`config.mk`:
```
export PLATFORM = sky130hd
export DESIGN_NAME = diag_lamp_sounder_control
export DESIGN_NICKNAME = d
export VERILOG_FILES = /design/src/diag_pkg.sv /design/src/pattern_gen.sv /design/src/diag_lamp_sounder_control.sv
export SDC_FILE = /design/constraint.sdc
export NUM_CORES = 1
export LEC_CHECK = 0
export BUFFER_PORTS_ARGS = -buffer_cell sky130_fd_sc_hd__buf_2
export CAP_MARGIN = 0
export CELL_PAD_IN_SITES_DETAIL_PLACEMENT = 1
export CELL_PAD_IN_SITES_GLOBAL_PLACEMENT = 2
export CORE_MARGIN = 5
export CORE_UTILIZATION = 36
export DETAILED_ROUTE_END_ITERATION = 8
export PLACE_DENSITY = 0.87
export SETUP_SLACK_MARGIN = 0.5
export SKIP_LAST_GASP = 1
export SYNTH_ARGS = -nofsm -noshare
export SYNTH_HDL_FRONTEND = slang
export SYNTH_HIERARCHICAL = 1
export SYNTH_SLANG_ARGS = --single-unit
```
`constraint.sdc`:
```
create_clock -name clock -period 3.3 [get_ports clock]
set_clock_uncertainty 0.15 [all_clocks]
set_input_delay 0.825 -clock clock [delete_from_list [all_inputs] [get_ports clock]]
set_output_delay 0.825 -clock clock [all_outputs]
set_load 0.01 [all_outputs]
```
`src/diag_pkg.sv`:
```
// Package with register map, field layout, reset values and pattern timing for the diag block.
package diag_pkg;
    // I/O port addresses of the two control registers.
    localparam logic [15:0] lamp_reg_addr = 16'h0210;
    localparam logic [15:0] sounder_reg_addr = 16'h0211;
    // Field positions inside each 8-bit register.
    localparam int enable_bit = 0;
    localparam int sel_lo_bit = 1;
    localparam int sel_hi_bit = 2;
    localparam int field_width = 3;
    // Reset values chosen as all off.
    localparam logic [7:0] lamp_reset = 8'h00;
    localparam logic [7:0] sounder_reset = 8'h00;
    // Prescaler: one tick every 1 ms at 50 MHz.
    localparam int clock_mhz = 50;
    localparam int tick_us = 1000;
    localparam int tick_cycles = tick_us * clock_mhz;
    // Pattern periods and on times in ticks (milliseconds).
    localparam int fast_period_ms = 200;
    localparam int fast_on_ms = 100;
    localparam int normal_period_ms = 1000;
    localparam int normal_on_ms = 500;
    localparam int short_period_ms = 1000;
    localparam int short_on_ms = 100;
    localparam int long_period_ms = 2000;
    localparam int long_on_ms = 1500;

    // Two-bit pattern selection, shared by lamp and sounder.
    typedef enum logic [1:0] {
        pat_steady,
        pat_fast,
        pat_normal,
        pat_short
    } pattern_e;

    // One control register split into fields.
    typedef struct packed {
        logic [4:0] unused;
        pattern_e pattern;
        logic enable;
    } control_s;
endpackage : diag_pkg

```
`src/pattern_gen.sv`:
```
// Pattern generator turning an enable and a two-bit pattern into an on/off output.
`timescale 1ns/1ps
module pattern_gen #(
    parameter int period_a = diag_pkg::fast_period_ms,
    parameter int on_a = diag_pkg::fast_on_ms,
    parameter int period_b = diag_pkg::normal_period_ms,
    parameter int on_b = diag_pkg::normal_on_ms,
    parameter int period_c = diag_pkg::short_period_ms,
    parameter int on_c = diag_pkg::short_on_ms
) (
    input wire logic clock,
    input wire logic resetn,
    input wire logic tick,
    input wire diag_pkg::control_s ctrl,
    output logic out
);
    // Elaboration guard: each on time must leave some off time, and the phase is 16 bits.
    if (on_a < 1 || on_a >= period_a || on_b < 1 || on_b >= period_b ||
        on_c < 1 || on_c >= period_c || period_c > 65535 || period_b > 65535 ||
        period_a > 65535) begin : bad_timing
        $error("pattern_gen: on time must be 1..period-1, period below 65536");
    end

    logic [15:0] phase;
    diag_pkg::control_s last_ctrl;
    logic next_out;

    // Selected period and on time for the current pattern.
    wire [15:0] period_sel = (ctrl.pattern == diag_pkg::pat_fast) ? 16'(period_a) :
                             (ctrl.pattern == diag_pkg::pat_normal) ? 16'(period_b) :
                             16'(period_c);
    wire [15:0] on_sel = (ctrl.pattern == diag_pkg::pat_fast) ? 16'(on_a) :
                         (ctrl.pattern == diag_pkg::pat_normal) ? 16'(on_b) : 16'(on_c);
    // Any change of enable or pattern restarts the timer, so a new pattern starts clean.
    wire restart = (ctrl.enable != last_ctrl.enable) || (ctrl.pattern != last_ctrl.pattern);
    wire wrap = tick && (phase == period_sel - 16'h0001);

    // Output decode: disabled is off, steady is on, others follow the phase.
    always_comb begin
        case (ctrl.pattern)
            diag_pkg::pat_steady: next_out = ctrl.enable;
            diag_pkg::pat_fast,
            diag_pkg::pat_normal,
            diag_pkg::pat_short: next_out = ctrl.enable && !restart && (phase < on_sel);
            default: next_out = 1'b0;
        endcase
    end

    // Phase counter advances once per prescaler tick.
    always_ff @(posedge clock) begin
        if (!resetn) begin
            phase <= 16'h0000;
            last_ctrl <= '0;
            out <= 1'b0;
        end else begin
            last_ctrl <= ctrl;
            out <= next_out;
            if (restart || wrap) begin
                phase <= 16'h0000;
            end else if (tick) begin
                phase <= phase + 16'h0001;
            end
        end
    end

    a_disabled_dark : assert property (@(posedge clock) disable iff (!resetn)
        !ctrl.enable |=> !out) else $error("output active while disabled");
    a_steady_lit : assert property (@(posedge clock) disable iff (!resetn)
        ctrl.enable && ctrl.pattern == diag_pkg::pat_steady |=> out)
        else $error("steady pattern not on");
    a_restart_phase : assert property (@(posedge clock) disable iff (!resetn)
        restart |=> phase == 16'h0000) else $error("timer not restarted");
    a_restart_dark : assert property (@(posedge clock) disable iff (!resetn)
        restart && ctrl.pattern != diag_pkg::pat_steady |=> !out)
        else $error("blink did not restart from a dark cycle");
    a_phase_range : assert property (@(posedge clock) disable iff (!resetn)
        !restart |-> phase < period_sel) else $error("phase beyond its period");
    c_blink_on : cover property (@(posedge clock) disable iff (!resetn)
        ctrl.enable && ctrl.pattern != diag_pkg::pat_steady && out);
    c_wrap : cover property (@(posedge clock) disable iff (!resetn) wrap && ctrl.enable);
endmodule : pattern_gen

```
`src/diag_lamp_sounder_control.sv`:
```
// Diagnostic lamp and sounder control registers on the I/O port bus.
`timescale 1ns/1ps
// Host software reaches two byte-wide ports on the system I/O bus, one for the
// lamp and one for the sounder. Each port keeps three bits: the enable in bit 0
// and a two-bit pattern code in bits 2 and 1. The upper five bits are dropped on
// a write and read back as zero, so software that sets them by mistake finds out.
// Reads and writes both take effect at the clock edge that sees the strobe, and
// the answer (read data and hit) stands for exactly the following cycle.
// A write and a read may follow each other back to back on any port.
// The blink and beep timing runs from one shared prescaler that ticks once per
// millisecond at the default setting. Each output owns a small pattern generator
// whose phase restarts whenever its register changes, so a new pattern always
// begins with its on time. The prescaler itself is not restarted; that saves a
// second counter, at the price of a first tick that may come up to one prescale
// period early.
// Both outputs are registered once more after the generators, so they come
// straight from flip-flops and trail the register write by two cycles, three when a blink starts.
// Reset clears both registers, so lamp and sounder start dark and silent.
module diag_lamp_sounder_control #(
    parameter int prescale = diag_pkg::tick_cycles
) (
    input wire logic clock,
    input wire logic resetn,
    input wire logic [15:0] io_addr,
    input wire logic io_write,
    input wire logic io_read,
    input wire logic [7:0] io_wdata,
    output logic [7:0] io_rdata,
    output logic io_hit,
    output logic lamp,
    output logic sounder
);
    // Elaboration guard: with a prescale of one the tick would never fall, and the
    // counter below is only twenty-four bits wide.
    if (prescale < 2 || prescale > 16777215) begin : bad_prescale
        $error("diag_lamp_sounder_control: prescale must be 2..2^24-1");
    end

    diag_pkg::control_s lamp_ctrl;
    diag_pkg::control_s sounder_ctrl;
    logic [23:0] prescale_count;
    logic tick;
    logic lamp_raw;
    logic sounder_raw;

    // Read value of one register; bits above the fields always read as zero.
    // Shared by the read path and the read-back checks, so both see one decode.
    function automatic logic [7:0] stored_bits(input diag_pkg::control_s c);
        return 8'(c) & 8'((1 << diag_pkg::field_width) - 1);
    endfunction : stored_bits

    // Address decode for the two ports; other addresses are not claimed.
    wire lamp_sel = (io_addr == diag_pkg::lamp_reg_addr);
    wire sounder_sel = (io_addr == diag_pkg::sounder_reg_addr);
    wire [7:0] wmask = 8'((1 << diag_pkg::field_width) - 1);
    wire [7:0] next_rdata = lamp_sel ? stored_bits(lamp_ctrl) :
                            sounder_sel ? stored_bits(sounder_ctrl) : 8'h00;
    wire last_count = (prescale_count == 24'(prescale - 1));

    // Register writes; unused upper bits are not stored and read as zero.
    always_ff @(posedge clock) begin
        if (!resetn) begin
            lamp_ctrl <= diag_pkg::lamp_reset;
            sounder_ctrl <= diag_pkg::sounder_reset;
        end else begin
            if (io_write && lamp_sel) begin
                lamp_ctrl <= io_wdata & wmask;
            end
            if (io_write && sounder_sel) begin
                sounder_ctrl <= io_wdata & wmask;
            end
        end
    end

    // Read data is registered, so it appears the cycle after the read strobe.
    always_ff @(posedge clock) begin
        if (!resetn) begin
            io_rdata <= 8'h00;
            io_hit <= 1'b0;
        end else begin
            io_rdata <= io_read ? next_rdata : 8'h00;
            io_hit <= (io_read || io_write) && (lamp_sel || sounder_sel);
        end
    end

    // Shared prescaler produces a one-cycle tick per millisecond.
    // One counter serves both generators, which keeps their ticks in step.
    always_ff @(posedge clock) begin
        if (!resetn) begin
            prescale_count <= 24'h000000;
            tick <= 1'b0;
        end else begin
            prescale_count <= last_count ? 24'h000000 : prescale_count + 24'h000001;
            tick <= last_count;
        end
    end

    // Lamp blinks: fast, normal and short.
    pattern_gen #(
        .period_a(diag_pkg::fast_period_ms),
        .on_a(diag_pkg::fast_on_ms),
        .period_b(diag_pkg::normal_period_ms),
        .on_b(diag_pkg::normal_on_ms),
        .period_c(diag_pkg::short_period_ms),
        .on_c(diag_pkg::short_on_ms)
    ) lamp_gen (
        .clock(clock),
        .resetn(resetn),
        .tick(tick),
        .ctrl(lamp_ctrl),
        .out(lamp_raw)
    );

    // Sounder beeps: short, normal and long, mapped onto the same generator.
    pattern_gen #(
        .period_a(diag_pkg::short_period_ms),
        .on_a(diag_pkg::short_on_ms),
        .period_b(diag_pkg::normal_period_ms),
        .on_b(diag_pkg::normal_on_ms),
        .period_c(diag_pkg::long_period_ms),
        .on_c(diag_pkg::long_on_ms)
    ) sounder_gen (
        .clock(clock),
        .resetn(resetn),
        .tick(tick),
        .ctrl(sounder_ctrl),
        .out(sounder_raw)
    );

    // Outputs straight from flip-flops; one extra stage of latency.
    always_ff @(posedge clock) begin
        if (!resetn) begin
            lamp <= 1'b0;
            sounder <= 1'b0;
        end else begin
            lamp <= lamp_raw;
            sounder <= sounder_raw;
        end
    end

    // Register writes land whole in the next cycle, with the unused bits cleared.
    a_lamp_write : assert property (@(posedge clock) disable iff (!resetn)
        io_write && lamp_sel |=> 8'(lamp_ctrl) == ($past(io_wdata) & wmask))
        else $error("lamp write lost");
    a_sounder_write : assert property (@(posedge clock) disable iff (!resetn)
        io_write && sounder_sel |=> 8'(sounder_ctrl) == ($past(io_wdata) & wmask))
        else $error("sounder write lost");

    // Without a write to its own port a register must not move; this catches a
    // decode that lets the neighbouring port or a read disturb it.
    a_lamp_hold : assert property (@(posedge clock) disable iff (!resetn)
        !(io_write && lamp_sel) |=> $stable(lamp_ctrl))
        else $error("lamp register changed without a write");
    a_sounder_hold : assert property (@(posedge clock) disable iff (!resetn)
        !(io_write && sounder_sel) |=> $stable(sounder_ctrl))
        else $error("sounder register changed without a write");
    a_unused_clear : assert property (@(posedge clock) disable iff (!resetn)
        lamp_ctrl.unused == 5'h00 && sounder_ctrl.unused == 5'h00)
        else $error("unused register bits were stored");

    // Read data and hit stand for the one cycle after the strobe and are zero otherwise.
    a_read_back : assert property (@(posedge clock) disable iff (!resetn)
        io_read && lamp_sel |=> io_rdata == stored_bits($past(lamp_ctrl)))
        else $error("lamp readback wrong");
    a_sounder_back : assert property (@(posedge clock) disable iff (!resetn)
        io_read && sounder_sel |=> io_rdata == stored_bits($past(sounder_ctrl)))
        else $error("sounder readback wrong");
    a_hit_mapped : assert property (@(posedge clock) disable iff (!resetn)
        (io_read || io_write) && (lamp_sel || sounder_sel) |=> io_hit)
        else $error("mapped access gave no hit");
    a_hit_refused : assert property (@(posedge clock) disable iff (!resetn)
        !(lamp_sel || sounder_sel) |=> !io_hit && io_rdata == 8'h00)
        else $error("unmapped port answered");
    a_rdata_idle : assert property (@(posedge clock) disable iff (!resetn)
        !io_read |=> io_rdata == 8'h00)
        else $error("read data without a read");

    // A disabled output goes dark two edges after the register says so.
    a_lamp_off : assert property (@(posedge clock) disable iff (!resetn)
        !lamp_ctrl.enable ##1 !lamp_ctrl.enable |=> !lamp)
        else $error("lamp on while off");
    a_sounder_off : assert property (@(posedge clock) disable iff (!resetn)
        !sounder_ctrl.enable ##1 !sounder_ctrl.enable |=> !sounder)
        else $error("sounder on while off");

    // Steady codes keep the output lit once the register has settled.
    a_lamp_steady : assert property (@(posedge clock) disable iff (!resetn)
        (lamp_ctrl.enable && lamp_ctrl.pattern == diag_pkg::pat_steady) [*2] |=> lamp)
        else $error("lamp not steady on");
    a_tone_steady : assert property (@(posedge clock) disable iff (!resetn)
        (sounder_ctrl.enable && sounder_ctrl.pattern == diag_pkg::pat_steady) [*2] |=> sounder)
        else $error("tone not continuous");

    // The output stage only delays each generator by one flip-flop.
    a_lamp_stage : assert property (@(posedge clock) disable iff (!resetn)
        lamp == $past(lamp_raw))
        else $error("lamp does not follow its generator");
    a_sounder_stage : assert property (@(posedge clock) disable iff (!resetn)
        sounder == $past(sounder_raw))
        else $error("sounder does not follow its generator");

    // The prescaler stays in range and its tick is a single-cycle pulse.
    a_count_range : assert property (@(posedge clock) disable iff (!resetn)
        prescale_count < 24'(prescale))
        else $error("prescaler count out of range");
    a_tick_align : assert property (@(posedge clock) disable iff (!resetn)
        tick |-> prescale_count == 24'h000000)
        else $error("tick not aligned with prescaler wrap");
    a_tick_spacing : assert property (@(posedge clock) disable iff (!resetn)
        tick |=> !tick)
        else $error("tick too close");

    // Main scenarios: a lamp write, a blink edge and the sounder coming on.
    c_lamp_write : cover property (@(posedge clock) disable iff (!resetn) io_write && lamp_sel);
    c_lamp_blink : cover property (@(posedge clock) disable iff (!resetn) $rose(lamp));
    c_sounder_on : cover property (@(posedge clock) disable iff (!resetn) $rose(sounder));
endmodule : diag_lamp_sounder_control

```
==> insert_results.sql <==
INSERT INTO impl_metrics (metric_group, metric, value, unit) VALUES
('outcome', 'run_status', 'finished, final reports clean', ''),
('critical_path', 'critical_path.reg2reg.startpoint', 'sounder_ctrl[1]', ''),
('grt', 'wire_length_of_the_first_global_routing_pass', '15000', 'um'),
('clock_network', 'cts.path.max_buffers', '2', ''),
('floorplan', 'die_width', '114', 'um'),
('yosys', 'synth_top_family_by_area', 'simple AND/OR/NAND/NOR gates', ''),
('placed_design', 'place_area', '4050', 'um2'),
('clock_network', 'cts.root.buffer_cell', 'sky130_fd_sc_hd__clkbuf_8', ''),
('yosys', 'synth_area_leaders', 'sky130_fd_sc_hd__dfxtp_1, sky130_fd_sc_hd__xnor2_1, sky130_fd_sc_hd__nor2_1, sky130_fd_sc_hd__xor2_1, sky130_fd_sc_hd__ha_1', ''),
('floorplan', 'start_util', '0.372', ''),
('route', 'drt_wl_total', '8560', 'um'),
('floorplan', 'die_h', '114', 'um'),
('placed_design', 'numPortBuffers', '28', ''),
('sta', 'slew_violations', '0', ''),
('floorplan', 'core_region_area', '10400', 'um2'),
('sta', 'postLayoutSetupSlackWorst', '0.679', 'ns'),
('placed_design', 'hpwlAfterDp', '6400', 'um'),
('yosys', 'syn-mean-instance-area', '8.85', 'um2'),
('yosys', 'synth_compound_gate_area_share', '0.0852', ''),
('yosys', 'yosysWarnings', '6', ''),
('sta', 'post-route-period-util', '0.794', ''),
('critical_path', 'worstSetupEndpointType', 'register', ''),
('power_and_ir_drop', 'leakagePower', '1.54', 'nW'),
('clock_network', 'cts_inserted_buffers', '9', ''),
('yosys', 'synth_enable_flop_cells', '0', ''),
('grt', 'track_usage', '0.140', ''),
('layout', 'fin_area', '4250', 'um2'),
('sta', 'min_period', '2.62', 'ns'),
('critical_path', 'worst_r2r_endpoint', 'sounder_gen/phase[1]', ''),
('sta', 'timing.setup.tns', '0', 'ns'),
('yosys', 'share_of_the_synthesized_area_in_the_top_cell_type', '0.398', ''),
('critical_path', 'timing.reg2reg.worst_path_depth', '9', ''),
('yosys', 'synth.area.mux_share', '0.0155', ''),
('min_path', 'worstHoldPathCells', '1', ''),
('sta', 'final_hold_viol_count', '0', ''),
('clock_network', 'clk_latency', '0.34', 'ns'),
('placed_design', 'finalWeightedCongestion', '0.751', ''),
('yosys', 'ys_ff_latch', '77', ''),
('yosys', 'seq_area_frac_synth', '0.398', ''),
('sta', 'timing.final.setup_violations', '0', ''),
('critical_path', 'worstSetupPathType', 'reg -> reg', ''),
('critical_path', 'cp_required', '3.38', 'ns'),
('clock_network', 'clock_input_transition_at_the_sequential_cells_of_the_worst_setup_and_hold_paths', '0.08', 'ns'),
('route', 'antenna_violating_nets_post_route', '0', ''),
('floorplan', 'rows', '37', ''),
('min_path', 'holdPathEnd', 'sounder', ''),
('placed_design', 'dp_worst_setup_slack', '0.566', 'ns'),
('yosys', 'dominant_register_cell_in_the_synthesized_netlist', 'sky130_fd_sc_hd__dfxtp_1', ''),
('clock_network', 'cts_resized', '0', ''),
('yosys', 'synth-adder-area-share', '0.0387', ''),
('critical_path', 'reg2reg_slack', '0.68', 'ns'),
('yosys', 'yosys.area_share.simple', '0.297', ''),
('sta', 'hold_ws', '0.298', 'ns'),
('route', 'detail_route.iter0.violations', '101', ''),
('layout', 'register_area', '1540', 'um2'),
('layout', 'num_antenna_cells', '0', ''),
('layout', 'fillers', '1252', ''),
('min_path', 'hp-class', 'reg -> reg', ''),
('route', 'via_per_inst', '5.21', ''),
('route', 'drtPass1Iterations', '4', ''),
('route', 'remaining_drc_errors', '0', ''),
('grt', 'grt_antenna_before_repair', '0', ''),
('clock_network', 'clock_sinks', '77', ''),
('yosys', 'netlist_area', '3870', 'um2'),
('clock_network', 'cts_htree_levels', '3', ''),
('route', 'avgRoutedWirePerCell', '14.2', 'um'),
('sta', 'timing.max_slew.rel_slack', '0.502', ''),
('layout', 'multi_input_area', '2150', 'um2'),
('floorplan', 'ioPinCount', '39', ''),
('critical_path', 'critical_path_peak_fanout', '16', ''),
('grt', 'grt-ovfl-total', '0', '');
## area by class of cell
class | count | share of cell area
well taps | 136 | 0.0400
multi-input cells | 333 | 0.505
repair buffers | 31 | 0.0412
inverters | 10 | 0.00883
clock inverters | 4 | 0.00530
flip-flops and latches | 77 | 0.363
clock buffers | 12 | 0.0365
## what timing repair did
action,CTS,global route
hold buffers,0,0
hold endpoints to repair,0,0
setup endpoints to repair,0,16
setup buffers,0,1
## report_power, final
| group | switching, mW | internal, mW | leakage [nW] | total, mW |
|---|---|---|---|---|
| Combinational | 0.0313 | 0.0204 | 0.826 | 0.0516 |
| Clock | 0.344 | 0.311 | 0.0921 | 0.655 |
| Sequential | 0.00369 | 0.931 | 0.620 | 0.935 |
| Total | 0.379 | 1.26 | 1.54 | 1.64 |
## critical path, stage by stage (launching register included)
cell and delay [ns]:
sky130_fd_sc_hd__dfxtp_1 0.45, sky130_fd_sc_hd__inv_1 0.08, sky130_fd_sc_hd__ha_1 0.37, sky130_fd_sc_hd__inv_1 0.09, sky130_fd_sc_hd__ha_1 0.31, sky130_fd_sc_hd__xor2_1 0.14, sky130_fd_sc_hd__or4_4 0.50, sky130_fd_sc_hd__o211ai_4 0.21
sky130_fd_sc_hd__buf_12 0.16, sky130_fd_sc_hd__nor2_1 0.05
## per-layer routing
layer / vias up / GRT usage / wire length [um]
met5: - / 0 / 0
met4: 0 / 0.0425 / 112
met3: 10 / 0.0297 / 249
met2: 41 / 0.247 / 4230
met1: 1506 / 0.169 / 3960
li1: 1585 / - / -
## stage by stage
stage,utilization,cells,power [mW]
floorplan,-,442,0.990
global placement,0.389,586,1.00
detailed placement,0.389,586,1.01
CTS,0.406,602,1.68
global route,0.408,603,1.72
finish,0.408,603,1.64
## placed cells by master (no fill, tap or decap), types with 2 or more instances in the layout
cell type	instances
sky130_fd_sc_hd__dfxtp_1	77
sky130_fd_sc_hd__nor2_1	61
sky130_fd_sc_hd__xnor2_1	28
sky130_fd_sc_hd__buf_2	28
sky130_fd_sc_hd__nand2_1	27
sky130_fd_sc_hd__nand4_1	23
sky130_fd_sc_hd__xor2_1	22
sky130_fd_sc_hd__o21ai_0	19
sky130_fd_sc_hd__a21oi_1	19
sky130_fd_sc_hd__nand3_1	16
sky130_fd_sc_hd__or3_1	15
sky130_fd_sc_hd__nor3_1	13
sky130_fd_sc_hd__ha_1	12
sky130_fd_sc_hd__clkbuf_8	11
sky130_fd_sc_hd__nor4_1	10
sky130_fd_sc_hd__inv_1	10
sky130_fd_sc_hd__and2_1	8
sky130_fd_sc_hd__mux2i_1	6
sky130_fd_sc_hd__or4_1	5
sky130_fd_sc_hd__and3_1	5
sky130_fd_sc_hd__conb_1	5
sky130_fd_sc_hd__nor4b_1	4
sky130_fd_sc_hd__or4_4	3
sky130_fd_sc_hd__and4_1	3
sky130_fd_sc_hd__clkinv_2	3
sky130_fd_sc_hd__nand2b_1	3
sky130_fd_sc_hd__nand4_2	2
sky130_fd_sc_hd__or2_2	2
sky130_fd_sc_hd__or3_2	2
sky130_fd_sc_hd__nor2_2	2
sky130_fd_sc_hd__buf_4	2
sky130_fd_sc_hd__nand4b_1	2
sky130_fd_sc_hd__a21o_1	2
## how the worst max path moves through the flow
stage | startpoint | to | slack, ns | cells past startpoint
2_1_floorplan | sounder_ctrl[1] | sounder_gen/phase[10] | 0.84 | 9
3_3_place_gp | sounder_ctrl[1] | sounder_gen/phase[8] | 0.61 | 8
6_report | sounder_ctrl[1] | sounder_gen/phase[1] | 0.68 | 9
3_5_place_dp | sounder_ctrl[1] | sounder_gen/phase[15] | 0.57 | 8
5_1_grt | sounder_ctrl[1] | sounder_gen/phase[5] | 0.55 | 9
4_1_cts | sounder_ctrl[1] | sounder_gen/phase[0] | 0.54 | 8
## kinds of logic (layout without fill, tap and decap cells)
| group | Yosys count | count (layout) |
|---|---|---|
| DFF | 77 | 77 |
| xor gates and xnor gates | 50 | 50 |
| muxes | 6 | 6 |
| and+or+nand+nor | 211 | 211 |
| buffers and inverters | 32 | 57 |
| other | 1 | 5 |
| AOI/OAI and AO/OA | 49 | 49 |
| adders and majority gates | 12 | 12 |
## registers in the layout (all words and copies together), names as in the netlist
register and count:
lamp_gen/out 1, lamp 1, lamp_gen/phase 16, sounder_gen/last_ctrl 3, sounder_ctrl 3, prescale_count 24
io_hit 1, sounder_gen/out 1, io_rdata 3, sounder 1, lamp_gen/last_ctrl 3, tick 1
sounder_gen/phase 16, lamp_ctrl 3
Power figures use the tool's default switching activity.
